$ cat config.mk
export PLATFORM = sky130hd
export DESIGN_NAME = cycle_and_event_counters
export DESIGN_NICKNAME = d
export VERILOG_FILES = /design/src/hdl/cycle_and_event_counters.v /design/src/hdl/event_counter_unit.v
export VERILOG_INCLUDE_DIRS = /design/src /design/src/hdl
export SDC_FILE = /design/constraint.sdc
export NUM_CORES = 1
export LEC_CHECK = 0
export ABC_CLOCK_PERIOD_IN_PS = 10200
export BUFFER_PORTS_ARGS = -buffer_cell sky130_fd_sc_hd__buf_2
export CORE_MARGIN = 4
export CORE_UTILIZATION = 62
export CTS_BUF_LIST = sky130_fd_sc_hd__clkbuf_8
export DETAILED_ROUTE_END_ITERATION = 7
export GPL_TIMING_DRIVEN = 1
export PLACE_DENSITY_LB_ADDON = 0.1
export SLEW_MARGIN = 40
export SYNTH_ARGS = -nofsm -noshare
export SYNTH_HDL_FRONTEND = slang
export SYNTH_SLANG_ARGS = --single-unit
$ cat constraint.sdc
create_clock -name CLK -period 10.2 [get_ports CLK]
set_input_delay 0 -clock CLK [delete_from_list [all_inputs] [get_ports CLK]]
set_output_delay 0 -clock CLK [all_outputs]
set_load 0.01 [all_outputs]
$ cat src/hdl/event_counters_consts.vh
// Summary of operation
// (RQ1) Four 64-bit registers at indices 10h..13h: stamp, control, counter 0, counter 1.
// (RQ2) Model read op 0F32h returns register chosen by index into high:low pair.
// (RQ3) Model write op 0F30h loads high:low pair into register chosen by index.
// (RQ4) Model read and write ops only allowed at privilege level 0.
// (RQ5) Stamp counter is 64 bits, increments every core clock since reset.
// (RQ6) Stamp counter keeps counting in suspend and shutdown.
// (RQ7) Stamp read op 0F31h returns full stamp counter value.
// (RQ8) Stamp disable flag 1 restricts stamp read to level 0; 0 allows any.
// (RQ9) Two independent 48-bit event counters share one control register.
// (RQ10) Event counters keep counting in suspend and shutdown.
// (RQ11) Counter read op 0F33h returns event counter chosen by index.
// (RQ12) Counter read enable 1 allows any level; 0 restricts to level 0.
// (RQ13) Per-counter pin mode picks overflow or event indication on monitor pin.
// (RQ14) Event mode: pin asserts in any cycle with one or more events.
// (RQ15) Overflow mode: pin asserts when the preset counter overflows.
// (RQ16) Type bit selects counting clocks (timer) or counting selected events.
// (RQ17) One gate enables counting below level 3, other at level 3.
// (RQ18) Both gates set counts always; neither set never counts.
// (RQ19) Control register at 11h holds separate fields for each counter.
// (RQ20) Counter 1: pin mode 25, type 24, gates 23/22, code 26 and 21-16.
// (RQ21) Counter 0: pin mode 9, type 8, gates 7/6, code 10 and 5-0; reset 0.
// (RQ22) Duration events count every cycle; event-mode pin held throughout.
// (RQ23) Writes replace counts; counting continues; counters wrap past maximum.
// (RQ24) Unprivileged gated access raises protection fault, transfers no data.
`ifndef EVENT_COUNTERS_CONSTS_VH
`define EVENT_COUNTERS_CONSTS_VH
`define IDX_STAMP 32'h0000_0010
`define IDX_CTRL 32'h0000_0011
`define IDX_CNT0 32'h0000_0012
`define IDX_CNT1 32'h0000_0013
`define OP_MODEL_WRITE 16'h0F30
`define OP_STAMP_READ 16'h0F31
`define OP_MODEL_READ 16'h0F32
`define OP_COUNTER_READ 16'h0F33
`define C1_BASE 16
`define CODE_LO_W 6
`define F_CODE_HI 10
`define F_GATE_LOW 6
`define F_GATE_L3 7
`define F_TYPE 8
`define F_PIN_MODE 9
`define CTRL_MASK 64'h0000_0000_07FF_07FF
`define CTRL_RESET 64'h0000_0000_0000_0000
`define LEVEL_THREE 2'h3
`define LEVEL_ZERO 2'h0
`endif

$ cat src/hdl/cycle_and_event_counters.v
`timescale 1ns/1ns
`default_nettype none
`include "event_counters_consts.vh"
module cycle_and_event_counters #(
   parameter CNT_WIDTH = 48
) (
   input wire CLK,
   input wire SYS_RST,
   input wire OP_VALID,
   input wire [15:0] OP_CODE,
   input wire [31:0] INDEX_GENERAL_REGISTER,
   input wire [63:0] HIGH_LOW_WRITE_PAIR,
   input wire [1:0] CURRENT_PRIVILEGE_LEVEL,
   input wire STAMP_DISABLE_FLAG,
   input wire COUNTER_READ_ENABLE_FLAG,
   input wire [127:0] EVENTS,
   output reg [63:0] HIGH_LOW_RESULT_PAIR,
   output reg RESULT_VALID,
   output reg PROTECTION_FAULT,
   output reg MONITOR_PIN_ZERO,
   output reg MONITOR_PIN_ONE
);
   reg [63:0] stamp_q;
   reg [63:0] ctrl_q;
   reg [63:0] result_d;
   reg valid_d;
   reg fault_d;
   wire [CNT_WIDTH-1:0] cnt0;
   wire [CNT_WIDTH-1:0] cnt1;
   wire pin0;
   wire pin1;
   wire is_level0;
   wire wr_ok;
   wire [64:0] stamp_inc;

   function [63:0] widen;
      input [CNT_WIDTH-1:0] v;
      begin
         widen = {{(64-CNT_WIDTH){1'b0}}, v};
      end
   endfunction

   assign is_level0 = CURRENT_PRIVILEGE_LEVEL == `LEVEL_ZERO;
   assign wr_ok = OP_VALID & (OP_CODE == `OP_MODEL_WRITE) & is_level0; // [RQ3] [RQ4]
   assign stamp_inc = {1'b0, stamp_q} + 65'h0_0000_0000_0000_0001;

   // Free-running on core clock; no suspend input gates it [RQ5] [RQ6]
   always @(posedge CLK) begin
      if (SYS_RST) begin
         stamp_q <= 64'h0000_0000_0000_0000;
         ctrl_q <= `CTRL_RESET; // [RQ21]
      end else begin
         if (wr_ok && INDEX_GENERAL_REGISTER == `IDX_STAMP) begin
            stamp_q <= HIGH_LOW_WRITE_PAIR; // [RQ23]
         end else begin
            stamp_q <= stamp_inc[63:0];
         end
         if (wr_ok && INDEX_GENERAL_REGISTER == `IDX_CTRL) begin
            ctrl_q <= HIGH_LOW_WRITE_PAIR & `CTRL_MASK; // [RQ19]
         end
      end
   end

   // Counter fields from the shared control word [RQ9] [RQ20] [RQ21]
   event_counter_unit #(
      .WIDTH(CNT_WIDTH)
   ) u_cnt0 (
      .CLK(CLK),
      .SYS_RST(SYS_RST),
      .ctrl(ctrl_q[10:0]),
      .level(CURRENT_PRIVILEGE_LEVEL),
      .event_vec(EVENTS),
      .load(wr_ok && INDEX_GENERAL_REGISTER == `IDX_CNT0),
      .load_value(HIGH_LOW_WRITE_PAIR[CNT_WIDTH-1:0]),
      .count_q(cnt0),
      .pin_q(pin0)
   );

   event_counter_unit #(
      .WIDTH(CNT_WIDTH)
   ) u_cnt1 (
      .CLK(CLK),
      .SYS_RST(SYS_RST),
      .ctrl(ctrl_q[`C1_BASE+10:`C1_BASE]),
      .level(CURRENT_PRIVILEGE_LEVEL),
      .event_vec(EVENTS),
      .load(wr_ok && INDEX_GENERAL_REGISTER == `IDX_CNT1),
      .load_value(HIGH_LOW_WRITE_PAIR[CNT_WIDTH-1:0]),
      .count_q(cnt1),
      .pin_q(pin1)
   );

   // Reads return pre-edge values; a fault returns zero data
   always @* begin
      result_d = 64'h0000_0000_0000_0000;
      valid_d = 1'b0;
      fault_d = 1'b0;
      if (OP_VALID) begin
         case (OP_CODE)
            `OP_MODEL_READ: begin
               if (!is_level0) begin
                  fault_d = 1'b1; // [RQ4] [RQ24]
               end else begin
                  valid_d = 1'b1;
                  case (INDEX_GENERAL_REGISTER)
                     `IDX_STAMP: result_d = stamp_q; // [RQ1] [RQ2]
                     `IDX_CTRL: result_d = ctrl_q;
                     `IDX_CNT0: result_d = widen(cnt0);
                     `IDX_CNT1: result_d = widen(cnt1);
                     default: begin
                        valid_d = 1'b0;
                        fault_d = 1'b1;
                     end
                  endcase
               end
            end
            `OP_MODEL_WRITE: begin
               case (INDEX_GENERAL_REGISTER)
                  `IDX_STAMP, `IDX_CTRL, `IDX_CNT0, `IDX_CNT1: begin
                     valid_d = is_level0;
                     fault_d = ~is_level0; // [RQ24]
                  end
                  default: fault_d = 1'b1;
               endcase
            end
            `OP_STAMP_READ: begin
               if (STAMP_DISABLE_FLAG && !is_level0) begin
                  fault_d = 1'b1; // [RQ8] [RQ24]
               end else begin
                  valid_d = 1'b1;
                  result_d = stamp_q; // [RQ7]
               end
            end
            `OP_COUNTER_READ: begin
               if (!COUNTER_READ_ENABLE_FLAG && !is_level0) begin
                  fault_d = 1'b1; // [RQ12] [RQ24]
               end else if (INDEX_GENERAL_REGISTER == 32'h0000_0000) begin
                  valid_d = 1'b1;
                  result_d = widen(cnt0); // [RQ11]
               end else if (INDEX_GENERAL_REGISTER == 32'h0000_0001) begin
                  valid_d = 1'b1;
                  result_d = widen(cnt1); // [RQ11]
               end else begin
                  fault_d = 1'b1;
               end
            end
            default: begin
               valid_d = 1'b0;
            end
         endcase
      end
   end

   always @(posedge CLK) begin
      if (SYS_RST) begin
         HIGH_LOW_RESULT_PAIR <= 64'h0000_0000_0000_0000;
         RESULT_VALID <= 1'b0;
         PROTECTION_FAULT <= 1'b0;
         MONITOR_PIN_ZERO <= 1'b0;
         MONITOR_PIN_ONE <= 1'b0;
      end else begin
         HIGH_LOW_RESULT_PAIR <= result_d;
         RESULT_VALID <= valid_d;
         PROTECTION_FAULT <= fault_d;
         MONITOR_PIN_ZERO <= pin0; // [RQ13]
         MONITOR_PIN_ONE <= pin1; // [RQ13]
      end
   end
endmodule
`default_nettype wire

$ cat src/hdl/event_counter_unit.v
`timescale 1ns/1ns
`default_nettype none
`include "event_counters_consts.vh"
module event_counter_unit #(
   parameter WIDTH = 48
) (
   input wire CLK,
   input wire SYS_RST,
   input wire [10:0] ctrl,
   input wire [1:0] level,
   input wire [127:0] event_vec,
   input wire load,
   input wire [WIDTH-1:0] load_value,
   output reg [WIDTH-1:0] count_q,
   output reg pin_q
);
   wire [6:0] code;
   wire gate_ok;
   wire tick;
   wire [WIDTH:0] sum;
   assign code = {ctrl[`F_CODE_HI], ctrl[`CODE_LO_W-1:0]};
   // Privilege gating [RQ17] [RQ18]
   assign gate_ok = (level == `LEVEL_THREE) ? ctrl[`F_GATE_L3] : ctrl[`F_GATE_LOW];
   // Clock type counts every cycle; duration events count each active cycle [RQ16] [RQ22]
   assign tick = gate_ok & (ctrl[`F_TYPE] | event_vec[code]);
   assign sum = {1'b0, count_q} + {{WIDTH{1'b0}}, tick};
   always @(posedge CLK) begin
      if (SYS_RST) begin
         count_q <= {WIDTH{1'b0}};
         pin_q <= 1'b0;
      end else begin
         if (load) begin
            count_q <= load_value; // [RQ23]
         end else begin
            count_q <= sum[WIDTH-1:0]; // Wraps to zero [RQ23] [RQ10]
         end
         // Overflow mode flags carry-out; event mode follows each counting cycle
         if (ctrl[`F_PIN_MODE]) begin
            pin_q <= ~load & sum[WIDTH]; // [RQ13] [RQ15]
         end else begin
            pin_q <= tick; // [RQ14] [RQ22]
         end
      end
   end
endmodule
`default_nettype wire

==> results.cfg <==
[global_route]
grt_antenna_before_repair = 1
grt_pass1_wl_mm = 88.2
grt-ovfl-total = 0
gr-usage-met2 = 0.625
gr-usage-met3 = 0.0728
grt_max_degree = 89
grt.busiest_layer = met2
grt.total_usage = 0.386
grt_pass1_vias = 16547
met1_usage = 0.483

[drt]
avgViaCountPerCell = 6.64
drt_iter0_markers = 2209
drt-pass1-iter-count = 8
antenna_left = 0
drc = 4
vias = 16833
drt-total-wl_mm = 56.3
wire_per_inst_um = 22.2

[clocking]
cts.sinks = 252
clk_pin_slew_ns = 0.06
h-tree-depth = 2
post_cts_buffers = 0
root_buffer = clkbuf_8
cts_buffers = 45
clk-insertion-delay-late_ns = 0.58
cts_max_path_buffers = 3
cts_tree = built

[setup_path]
crit_arrival_ns = 4.83
path_max_fanout = 30
path_class = reg -> reg
critical_path.slowest_cell = buf_4
rrSetupSlack_ns = 5.85
cp_cell_sequence = buf_4, mux4_2, and3b_1, nor4_1, o211ai_1, a32oi_1, ha_1, ha_1, nand4_1, nor4_4, buf_4, nand3_2, or3_1, xnor2_1, a211oi_1
cpLargestDelayFamily = simple AND/OR/NAND/NOR gates
slowest_delay_ns = 0.40
endpoint_kind = flip-flop
required_ns = 10.68
start_kind = flip-flop
crit_buf_inv = 2

[sta]
finalSetupViolCount = 0
slew_headroom = 0.413
slew_violations = 0
rsz0062_at_grt = no
fin_crit_ns = 4.35
finalHoldViolCount = 0
tightestPinTransition_ns = 0.881
max_freq_mhz = 230
clock_skew_ns = 0.0355
setup_tns_ns = 0
fin_crit_sh = 0.427

[final_layout]
antenna-diode-count = 0
nFillCells = 1777
post-route-util = 0.776
synthToLayoutAreaGrowth_pct = 21.7
drive_above_1_share = 0.236
final_cell_area_mm2 = 0.0191
nets = 2430

[outcome]
status = finished with violations
violations = design-rule violations

[placed_design]
portBuffers = 314
routabilityCongestion = 0.986
place_hpwl_mm = 38.7
placed_area_mm2 = 0.0173

[yosys]
yosys_warnings = 0
mappedNetlistNets = 2107
synth_top_cell_by_area = dfxtp_1
syn_area_per_cell_um2 = 8.46
syn_area_mm2 = 0.0157
yosys-top-cells-area = dfxtp_1, mux4_2, a211oi_1
synth_ff_type = dfxtp_1
yosysSeqAreaShare = 0.322
synth_cells = 1855
synth_top_area_frac = 0.322
synth-edff-count = 0
ys_types = 61
ys_seq_elements = 252
synthArstFlopShare = 0

[floorplan]
die_x_um = 167
start_util = 0.638
io_pins = 315
row_count = 57
dieArea_mm2 = 0.0279
core_mm2 = 0.0246
die_h_um = 167

[power]
leakagePower_nw = 6.91
p_per_area_mw_per_mm2 = 111
vdd_drop_max_uv = 103

[run]
cap_violations = 0

[min_path]
hp-class = in -> reg
[what timing repair did]
action / in CTS / in global routing
gates resized for setup: 0 / 0
hold buffers: 79 / 0
hold endpoints to repair: 185 / 0
[flip-flops by register name (all words and copies together) (netlist names)]
name and flops:
u_cnt0.count_q 48, RESULT_VALID 1, MONITOR_PIN_ZERO 1, MONITOR_PIN_ONE 1
stamp_q 64, u_cnt1.count_q 48, u_cnt0.pin_q 1, PROTECTION_FAULT 1
ctrl_q 22, u_cnt1.pin_q 1, HIGH_LOW_RESULT_PAIR 64
[worst paths after layout]
| path | from | endpoint | depth (start not counted) |
|---|---|---|---|
| worst max-delay path | ctrl_q[0] | u_cnt0.count_q[44] | 15 |
| worst min-delay path | OP_CODE[13] | RESULT_VALID | 6 |
| worst max register to register | ctrl_q[0] | u_cnt0.count_q[44] | 15 |
| worst min register to register | u_cnt0.pin_q | MONITOR_PIN_ZERO | 1 |
[cells by family after synthesis]
| family | synth area share |
|---|---|
| xor+xnor | 0.0837 |
| mux | 0.160 |
| flops | 0.322 |
| compound gates | 0.155 |
| simple gates | 0.232 |
| buf+inv | 0.0435 |
| fa+ha+maj | 0.00399 |
[worst min-delay path: cells and delay by family]
kind | cells | cell delay (ns)
buf+inv | 1 | 0.07
simple gates | 4 | 0.58
compound gates | 1 | 0.07
[layout make-up]
| cell class | count | area [um^2] | area share |
|---|---|---|---|
| inverter | 26 | 97.6 | 0.00511 |
| sequential | 252 | 5050 | 0.265 |
| timing repair buffer | 418 | 2560 | 0.134 |
| tap | 324 | 405 | 0.0212 |
| clock inverter | 19 | 82.6 | 0.00433 |
| clock buffer | 62 | 853 | 0.0447 |
| multi-input combinational | 1435 | 10000 | 0.526 |
[cell usage in the layout (no fill, tap or decap), drive strengths merged, types with 3 or more instances in the layout]
| cell | netlist | final |
|---|---|---|
| buf | 45 | 339 |
| nor2 | 271 | 271 |
| dfxtp | 252 | 252 |
| nand2 | 176 | 176 |
| a211oi | 136 | 136 |
| mux2i | 81 | 81 |
| dlygate4sd3 | 0 | 79 |
| xor2 | 78 | 78 |
| nand3 | 78 | 78 |
| xnor2 | 72 | 72 |
| mux4 | 65 | 65 |
| o21ai | 62 | 62 |
| clkbuf | 97 | 62 |
| a21oi | 55 | 55 |
| nor3 | 54 | 54 |
| nand4 | 53 | 53 |
| inv | 26 | 40 |
| a22oi | 27 | 27 |
| a222oi | 26 | 26 |
| o22ai | 23 | 23 |
| and2 | 23 | 23 |
| mux2 | 21 | 21 |
| nor4 | 21 | 21 |
| and3 | 20 | 20 |
| and4 | 16 | 16 |
| nor2b | 14 | 14 |
| nor3b | 10 | 10 |
| a31oi | 7 | 7 |
| ha | 5 | 5 |
| clkinv | 0 | 5 |
| o2111ai | 3 | 3 |
| a21o | 3 | 3 |
| or3 | 3 | 3 |
| or2 | 3 | 3 |
| nor4b | 3 | 3 |
[stage by stage]
stage / total power, mW / hold slack [ns] / setup slack [ns] / instances
6_report: 2.12 / 0.194 / 5.85 / 2536
4_1_cts: 2.12 / 0.160 / 5.81 / 2536
5_1_grt: 2.17 / 0.215 / 5.47 / 2536
2_1_floorplan: 1.06 / 0.140 / 6.31 / 1855
3_3_place_gp: 1.14 / 0.288 / 5.71 / 2375
3_5_place_dp: 1.14 / 0.290 / 5.86 / 2376
[routing by layer]
layer / vias to the layer above / wire length [um] / part of all wire
met1: 7891 / 20800 / 0.37
met3: 257 / 6090 / 0.11
met2: 1221 / 25900 / 0.46
met4: 2 / 3530 / 0.063
li1: 7462 / - / -
met5: - / 15 / 0.00027
[where the power goes]
part	total [mW]	switching, mW	internal [mW]
Clock	0.973	0.434	0.539
Sequential	0.987	0.00242	0.985
Combinational	0.162	0.0814	0.0805
Total	2.12	0.518	1.60
[Yosys cell counts, types with 26 or more instances]
cell / instances
a211oi_1: 136
a21oi_1: 55
a222oi_1: 26
a22oi_1: 27
buf_2: 30
clkbuf_1: 97
dfxtp_1: 252
inv_1: 26
mux2i_1: 81
mux4_2: 65
nand2_1: 176
nand3_1: 76
nand4_1: 51
nor2_1: 271
nor3_1: 48
o21ai_0: 62
xnor2_1: 72
xor2_1: 78
Power figures use the tool's default switching activity.
